### config.mk
export PLATFORM = sky130hd
export DESIGN_NAME = sram_ctrl
export DESIGN_NICKNAME = d
export VERILOG_FILES = /design/src/hw/sram_ctrl_pkg.sv /design/src/hw/sram_pins_if.sv /design/src/hw/dq_sync.sv /design/src/hw/sram_ctrl.sv
export VERILOG_INCLUDE_DIRS = /design/src /design/src/hw
export SDC_FILE = /design/constraint.sdc
export NUM_CORES = 1
export LEC_CHECK = 0
export BUFFER_PORTS_ARGS = -buffer_cell sky130_fd_sc_hd__buf_2
export CORE_ASPECT_RATIO = 0.75
export CORE_MARGIN = 1.5
export CORE_UTILIZATION = 49
export CTS_CLUSTER_DIAMETER = 150
export CTS_CLUSTER_SIZE = 12
export DETAILED_ROUTE_END_ITERATION = 10
export GPL_TIMING_DRIVEN = 0
export PLACE_DENSITY_LB_ADDON = 0.05
export SLEW_MARGIN = 25
export SYNTH_ARGS = -nofsm -noshare
export SYNTH_HDL_FRONTEND = slang
export SYNTH_SLANG_ARGS = --single-unit
### constraint.sdc
create_clock -name ref_clk -period 2.6 [get_ports ref_clk]
set_clock_uncertainty 0.2 [all_clocks]
set_input_delay 0 -clock ref_clk [delete_from_list [all_inputs] [get_ports ref_clk]]
set_output_delay 0 -clock ref_clk [all_outputs]
set_load 0.02 [all_outputs]
### src/hw/sram_ctrl_cfg.svh
`ifndef SRAM_CTRL_CFG_SVH
`define SRAM_CTRL_CFG_SVH
// ****************************************************************
// Timing of the memory, in nanoseconds, and the clock period.
// ****************************************************************
`define CLK_PERIOD_NS 25
`define READ_CYCLE_MIN_NS 45
`define ADDR_TO_DATA_DELAY_NS 45
`define DRIVE_TURN_OFF_NS 18
`define WRITE_CYCLE_MIN_NS 45
`define ADDR_SETUP_TO_END_NS 35
`define WRITE_PULSE_MIN_NS 35
`define DATA_SETUP_TO_END_NS 25
`define STROBE_LOW_FLOAT_NS 18
`define DESELECT_POWER_DOWN_NS 45
// ****************************************************************
// Derived cycle counts: least times round up.
// ****************************************************************
`define CEIL_CYC(ns) (((ns) + `CLK_PERIOD_NS - 1) / `CLK_PERIOD_NS)
`define READ_WAIT_CYC `CEIL_CYC(`ADDR_TO_DATA_DELAY_NS)
`define WRITE_PULSE_CYC `CEIL_CYC(`WRITE_PULSE_MIN_NS)
`define FLOAT_WAIT_CYC `CEIL_CYC(`DRIVE_TURN_OFF_NS)
`define ADDR_W 19
`define DATA_W 8
`define CNT_W 4
`endif

### src/hw/sram_ctrl_pkg.sv
`default_nettype none
package sram_ctrl_pkg;
	typedef enum logic [2:0] {
		ST_IDLE = 3'h0,
		ST_RD_WAIT = 3'h1,
		ST_RD_FLOAT = 3'h3,
		ST_WR_PULSE = 3'h2,
		ST_WR_END = 3'h6
	} ctrl_state_t;
endpackage
`default_nettype wire

### src/hw/sram_pins_if.sv
`default_nettype none
`include "sram_ctrl_cfg.svh"
interface sram_pins_if;
	logic sel_n;
	logic wstrobe_n;
	logic drive_n;
	logic [`ADDR_W-1:0] addr;
	logic [`DATA_W-1:0] dq_out;
	logic dq_oe;
	logic [`DATA_W-1:0] dq_sync;
	modport ctrl (output sel_n, wstrobe_n, drive_n, addr, dq_out, dq_oe,
		input dq_sync);
	modport pins (input sel_n, wstrobe_n, drive_n, addr, dq_out, dq_oe,
		output dq_sync);
endinterface
`default_nettype wire
### src/hw/dq_sync.sv
`default_nettype none
`include "sram_ctrl_cfg.svh"
module dq_sync #(
	parameter int WIDTH = `DATA_W
) (
	input wire logic ref_clk,
	input wire logic sys_rst,
	input wire logic [WIDTH-1:0] dq_pin,
	output logic [WIDTH-1:0] dq_q
);
	// Two stages: the read word is sampled long after it settled, the
	// second stage only guards against a late edge.
	logic [WIDTH-1:0] meta_reg;
	logic [WIDTH-1:0] meta_next;
	logic [WIDTH-1:0] sync_reg;
	logic [WIDTH-1:0] sync_next;
	always_comb begin
		meta_next = sys_rst ? '0 : dq_pin;
		sync_next = sys_rst ? '0 : meta_reg;
	end
	always_ff @(posedge ref_clk) begin
		meta_reg <= meta_next;
		sync_reg <= sync_next;
	end
	assign dq_q = sync_reg;
endmodule
`default_nettype wire

### src/hw/sram_ctrl.sv
// Contract
// - Data stable 25 ns before write end.
// - Address held over write; 35 ns overlap.
// - Strobe pulse covers setup plus float.
// - Write strobe stays high during reads.
// - Controller never drives while memory drives.
`default_nettype none
`include "sram_ctrl_cfg.svh"
module sram_ctrl
	import sram_ctrl_pkg::*;
#(
	parameter int READ_WAIT = `READ_WAIT_CYC,
	parameter int WRITE_PULSE = `WRITE_PULSE_CYC,
	parameter int FLOAT_WAIT = `FLOAT_WAIT_CYC
) (
	input wire logic ref_clk,
	input wire logic sys_rst,
	input wire logic req_valid,
	input wire logic req_write,
	input wire logic [`ADDR_W-1:0] req_addr,
	input wire logic [`DATA_W-1:0] req_wdata,
	output logic req_ready,
	output logic rsp_valid,
	output logic [`DATA_W-1:0] rsp_rdata,
	output logic mem_sel_n,
	output logic mem_wstrobe_n,
	output logic mem_drive_n,
	output logic [`ADDR_W-1:0] mem_addr,
	input wire logic [`DATA_W-1:0] mem_dq_in,
	output logic [`DATA_W-1:0] mem_dq_out,
	output logic mem_dq_oe
);
	import sram_ctrl_pkg::*;

	// ****************************************************************
	// Pin carrier and input synchroniser.
	// ****************************************************************
	sram_pins_if pins ();

	dq_sync #(.WIDTH(`DATA_W)) u_sync (
		.ref_clk(ref_clk),
		.sys_rst(sys_rst),
		.dq_pin(mem_dq_in),
		.dq_q(pins.dq_sync)
	);

	// ****************************************************************
	// Sequencer. The read wait, write pulse and float wait are cycle counts derived from
	// the nanosecond constants, so a faster clock only needs new
	// counts; the two synchroniser cycles and the write end cycle are fixed.
	// ****************************************************************
	ctrl_state_t state_reg, state_next;
	logic [`CNT_W-1:0] cnt_reg, cnt_next;
	logic sel_n_reg, sel_n_next;
	logic we_n_reg, we_n_next;
	logic oe_n_reg, oe_n_next;
	logic dq_oe_reg, dq_oe_next;
	logic [`ADDR_W-1:0] addr_reg, addr_next;
	logic [`DATA_W-1:0] wdata_reg, wdata_next;
	logic [`DATA_W-1:0] rdata_reg, rdata_next;
	logic ready_reg, ready_next;
	logic rsp_reg, rsp_next;

	// ****************************************************************
	// Next-state logic.
	// ****************************************************************
	always_comb begin
		state_next = state_reg;
		cnt_next = cnt_reg;
		sel_n_next = sel_n_reg;
		we_n_next = we_n_reg;
		oe_n_next = oe_n_reg;
		dq_oe_next = dq_oe_reg;
		addr_next = addr_reg;
		wdata_next = wdata_reg;
		rdata_next = rdata_reg;
		ready_next = ready_reg;
		rsp_next = 1'b0;
		unique case (state_reg)
		ST_IDLE: begin
			// Deselected between accesses so the memory can power down.
			sel_n_next = 1'b1;
			we_n_next = 1'b1;
			oe_n_next = 1'b1;
			// A request while busy is not taken; the host holds it up.
			if (req_valid && ready_reg) begin
				ready_next = 1'b0;
				addr_next = req_addr;
				sel_n_next = 1'b0;
				cnt_next = '0;
				if (req_write) begin
					// Drive starts as the strobe falls: the memory floats at
					// once because drive stays high throughout a write.
					wdata_next = req_wdata;
					we_n_next = 1'b0;
					dq_oe_next = 1'b1;
					state_next = ST_WR_PULSE;
				end else begin
					we_n_next = 1'b1;
					oe_n_next = 1'b0;
					state_next = ST_RD_WAIT;
				end
			end
		end
		ST_RD_WAIT: begin
			cnt_next = cnt_reg + 1'b1;
			// Two extra cycles let the word pass the synchroniser.
			// That latency is the price of never sampling a data pin that
			// may still be settling.
			if (32'(cnt_reg) == READ_WAIT + 1) begin
				rdata_next = pins.dq_sync;
				rsp_next = 1'b1;
				oe_n_next = 1'b1;
				sel_n_next = 1'b1;
				cnt_next = '0;
				state_next = ST_RD_FLOAT;
			end
		end
		ST_RD_FLOAT: begin
			// No one drives until the memory has surely floated.
			cnt_next = cnt_reg + 1'b1;
			if (32'(cnt_reg) == FLOAT_WAIT - 1) begin
				ready_next = 1'b1;
				state_next = ST_IDLE;
			end
		end
		ST_WR_PULSE: begin
			cnt_next = cnt_reg + 1'b1;
			if (32'(cnt_reg) == WRITE_PULSE - 1) begin
				// Both strobes rise together; data and address hold past.
				we_n_next = 1'b1;
				sel_n_next = 1'b1;
				state_next = ST_WR_END;
			end
		end
		ST_WR_END: begin
			// The driver lets go one cycle after the strobes rise, which
			// gives the memory a whole cycle of data hold.
			dq_oe_next = 1'b0;
			ready_next = 1'b1;
			state_next = ST_IDLE;
		end
		default: begin
			// An illegal code returns to idle; the three strobes follow one edge later, while dq_oe and ready keep their values.
			state_next = ST_IDLE;
		end
		endcase
		// A reset in mid-write cuts the pulse short, so the byte at that
		// address is undefined afterwards.
		if (sys_rst) begin
			state_next = ST_IDLE;
			cnt_next = '0;
			sel_n_next = 1'b1;
			we_n_next = 1'b1;
			oe_n_next = 1'b1;
			dq_oe_next = 1'b0;
			addr_next = '0;
			wdata_next = '0;
			rdata_next = '0;
			ready_next = 1'b1;
			rsp_next = 1'b0;
		end
	end

	// ****************************************************************
	// State registers.
	// ****************************************************************
	always_ff @(posedge ref_clk) begin
		state_reg <= state_next;
		cnt_reg <= cnt_next;
		sel_n_reg <= sel_n_next;
		we_n_reg <= we_n_next;
		oe_n_reg <= oe_n_next;
		dq_oe_reg <= dq_oe_next;
		addr_reg <= addr_next;
		wdata_reg <= wdata_next;
		rdata_reg <= rdata_next;
		ready_reg <= ready_next;
		rsp_reg <= rsp_next;
	end

	// ****************************************************************
	// Pin outputs.
	// ****************************************************************
	// Each pin comes straight from a register, so no decode glitch can
	// ever reach a strobe.
	assign pins.sel_n = sel_n_reg;
	assign pins.wstrobe_n = we_n_reg;
	assign pins.drive_n = oe_n_reg;
	assign pins.addr = addr_reg;
	assign pins.dq_out = wdata_reg;
	assign pins.dq_oe = dq_oe_reg;

	assign mem_sel_n = pins.sel_n;
	assign mem_wstrobe_n = pins.wstrobe_n;
	assign mem_drive_n = pins.drive_n;
	assign mem_addr = pins.addr;
	assign mem_dq_out = pins.dq_out;
	assign mem_dq_oe = pins.dq_oe;

	// ****************************************************************
	// Host side.
	// ****************************************************************
	// The answer is registered; on a read it lands four edges after the take.
	assign req_ready = ready_reg;
	assign rsp_valid = rsp_reg;
	assign rsp_rdata = rdata_reg;
endmodule
`default_nettype wire

Word-level counts from Yosys, hierarchy flattened
Cells that the tools add are included.

operators by class
  add/sub/neg operators = 1
  equality and inequality tests = 11
  multiplexer cells = 26
  bitwise operators = 1
  reduce and logical (&&, ||, !) cells = 21

operators by type and width
  operator               count
  $mux W1                12
  $mux W3                4
  $pmux W3 S4            1
  $pmux W4 S3            1
  $reduce_and A3 Y1      4
  $ne A2 B2 Y1 const B   5
  $reduce_and A2 Y1      5
  $reduce_bool A3 Y1     3
  $mux W4                2
  $eq A3 B2 Y1 const B   2
  $pmux W1 S2            3
  $pmux W1 S3            2
  $reduce_bool A2 Y1     3
  $add A4 B1 Y4 const B  1
  $eq A4 B1 Y1 const B   1
  $eq A4 B2 Y1 const B   1
  $logic_not A4 Y1       1
  $reduce_and A4 Y1      1
  $reduce_or A2 Y1       2
  $eq A3 B1 Y1 const B   1
  $eq A3 B3 Y1 const B   1
  $logic_not A3 Y1       1
  $mux W2                1
  $logic_and A1 B1 Y1    1
  $not A1 Y1             1

storage, ports and cells
  register bits after elaboration = 64
  input port bits = 39

Logic depth before layout (Yosys ltp)
  depth in word-level cells = 4
  gate-level depth with buffers = 6
  mapped depth without buffers = 6

Modules after synthesis
A second synthesis with hierarchy kept.

unflattened totals
  cell total of the unflattened synthesis = 273
  area, all modules = 2513.7 µm²

modules (own cells, without submodules)
  module     instances  cells each  area an instance (µm²)
  sram_ctrl  1          240         2049.5
  dq_sync    1          33          464.2

Worst setup path before layout
OpenSTA, ideal clock, no wires.

  kind = register to register
  from = reg cnt_reg[0]
  to = reg state_reg[0]
  library setup time = 119 ps
  arrival = 1809 ps
  path slack = 472 ps
  stages on the path, launching flop included = 6
  clock period less this slack = 2128 ps
  cell sequence = dfxtp_1 > ha_1 > or3b_4 > a22o_1 > or3_4 > o221a_1

between the ends
  cells in the longest elaborated chain, start to end = 3
  elaborated cells on any way between the ends = 7

RTL lines
  item                                        RTL line          source
  from (decl)                                 sram_ctrl.sv:53   logic [`CNT_W-1:0] cnt_reg, cnt_next;
  from (signal assigned)                      sram_ctrl.sv:170  cnt_reg <= cnt_next;
  $eq A4 B1 Y1, or another cell as far along  sram_ctrl.sv:129  if (32'(cnt_reg) == WRITE_PULSE - 1) begin
  $ne A2 B2 Y1 (no source line)               n/a
  $reduce_and A4 Y1 (no source line) *        n/a
  to (signal assigned)                        sram_ctrl.sv:169  state_reg <= state_next;
  to (decl)                                   sram_ctrl.sv:52   ctrl_state_t state_reg, state_next;

Every way passes the cells marked *; elsewhere a longest branch is shown, timed or not.
A chain may end at the register's enable or synchronous reset.

Worst setup path in the final report
Same ends and word-level chain as after synthesis.

==> reports/results.tsv <==
metric	value	unit
endpoint_kind	flop	
synth_nets	302	
root_buffer	clkbuf_8	
fin_crit	2290	ps
slew_viol_final	0	
vias	2197	
htree_levels	3	
nets	428	
synth_edf_count	0	
syn_avg_cell_area	8.95	sq um
netlist_top_cells_count	dfxtp_1 (64), nand2_1 (49), a21oi_1 (34), nor2b_1 (16), nor2_1 (14)	
overflow	0	
hold_buffers	37	
area_growth_syn_to_layout	44.2	%
r2r-end	state_reg[0]$_SDFFE_PP0P_	
initial_core_util	51.5	%
setup_viol	0	
cp.required	2630	ps
grt_max_degree	13	
hold_violations	0	
antenna_cells	0	
grt_pass1_wl	9120	um
cts_buffer_depth	2	
die_w	82.6	um
placed_area	2790	sq um
whs_endpoint	mem_sel_n$_SDFFE_PP1P_	
hold_path.class	input pin to flop	
crit_path_start_kind	flop	
rr_startpoint	cnt_reg[0]$_SDFFE_PP0P_	
yosysMostFrequentCell	dfxtp_1	
first_global_vias	2038	
path_clk_slew	80	ps
synth_area_leaders	dfxtp_1 (55%), nand2_1 (7.9%), a21oi_1 (7.3%)	
syn_inst	260	
synth_flop_cell	dfxtp_1	
cts_tree	done	
yosys.cell_types.count	31	
ios	80	
holdPathStages	5	
synth_warnings	0	
post_synth_instance_area	2330	sq um
grt_use_total	23.4	%
hpwl	3520	um
design_area	3360	sq um
num-fill-cells	337	
largest_reg_flops	19	
vdd_drop_max	494	uV
rows	21	
worstPathMaxFanout	5	
drt_wl_total	5720	um
drt-initial-drc-count	89	
dieArea	5180	sq um
cts_setup_buffers	0	
finalCritPeriodShare	87.9	%
netlist.area_leader.share	55.1	%
max_freq	0.437	GHz
synth_top_cell_by_area	dfxtp_1	
instances_no_fill	448	
gp_congestion	0.890	
clkSinkCount	64	
crit_type	flop to flop	
fin_setup_tns	0	ps
hp-start	req_valid	
synthArstFlopShare	0	%
worstSkewPairLatency	340	ps
ant_nets	0	
drive_gt1_share	25.3	%
slew_headroom	63.8	%
dp.cells	395	
p_leak	1.52	nW
cts.repair.resized	0	
tightest_slew	543	ps
numCtsBuffers	9	
dieHeight	62.7	um
r2r_slack	310	ps
synth.yosys.seq_area_share	55.1	%
reg2reg_depth	5	
rsz0062_at_grt	false	
powerDensity	899	nW/um^2
drc_errors	0	
run_status	finished clean	
drtPass1Iterations	4	
max-cap-violations	0	
coreArea	4520	sq um
grt_antenna_before_repair	0	
ys_ff_latch	64	
routed_via_density	4.90	
port_buffers	78	
arrival	2310	ps
wl_per_cell	12.8	um
## power by group
group	switching, mW	internal, mW	total (mW)
Sequential	0.0859	1.12	1.21
Combinational	0.598	0.377	0.975
Clock	0.392	0.442	0.833
Total	1.08	1.94	3.02
## final cells by class
cell class,instances,area (sq um),area share [%]
Sequential cell,64,1280,38.2
Tap cell,57,71.3,2.13
Clock inverter,7,72.6,2.16
Buffer,17,67.6,2.01
Timing Repair Buffer,115,761,22.7
Inverter,5,18.8,0.559
Multi-Input combinational cell,174,960,28.6
Clock buffer,9,124,3.69
## worst max-delay path, cell delays in order, from the launching register on
cell	delay (ps)
dfxtp_1	430
ha_1	220
or3b_4	400
a22o_1	270
or3_4	390
o221a_1	260
## cells in the final DEF, fill, tap and decap left out, drive strengths merged, types with 2 or more instances in the layout
master	count
nor4	2
clkinv	4
or3	2
nand3	11
a211oi	3
nor2b	16
o21ai	5
dfxtp	64
and2	2
clkbuf	22
xor2	2
buf	82
nor2	14
a21oi	34
inv	5
mux2i	8
dlygate4sd3	37
nor3	7
nor3b	4
xnor2	3
or3b	2
clkinvlp	2
ha	3
nand2	49
## through the flow
stage	setup WS, ps	power (mW)	utilization (%)	hold slack [ps]
floorplan	472	1.88	-	-71.8
global placement	370	2.14	61.7	7.28
detailed placement	370	2.15	61.7	12.1
CTS	343	3.02	74.3	39.8
global route	237	3.20	74.3	128
finish	314	3.02	74.3	57.9
## routing by layer
| metal | GRT usage [%] | wire length (um) |
|---|---|---|
| met5 | 0 | 0 |
| met1 | 27.9 | 2610 |
| met3 | 9.20 | 404 |
| met4 | 7.50 | 88 |
| met2 | 38.2 | 2620 |
## cells by family (layout without fill, tap and decap cells)
family	count (synthesis)	after routing	share of synthesized area [%]
simple gates	111	111	22.9
fa+ha+maj	3	3	1.61
buf+inv	22	153	3.71
xor+xnor	5	5	1.88
compound gates	47	47	11.4
flops	64	64	55.1
mux	8	8	3.44
## worst max path at each step
stage / from / to / slack, ps / cells past startpoint
2_1_floorplan: cnt_reg[0]$_SDFFE_PP0P_ / state_reg[0]$_SDFFE_PP0P_ / 470 / 5
3_3_place_gp: cnt_reg[0]$_SDFFE_PP0P_ / state_reg[0]$_SDFFE_PP0P_ / 370 / 5
3_5_place_dp: cnt_reg[0]$_SDFFE_PP0P_ / state_reg[0]$_SDFFE_PP0P_ / 370 / 5
4_1_cts: cnt_reg[0]$_SDFFE_PP0P_ / state_reg[0]$_SDFFE_PP0P_ / 340 / 5
5_1_grt: cnt_reg[0]$_SDFFE_PP0P_ / state_reg[0]$_SDFFE_PP0P_ / 240 / 5
6_report: cnt_reg[0]$_SDFFE_PP0P_ / state_reg[0]$_SDFFE_PP0P_ / 310 / 5
Power figures use the tool's default switching activity.
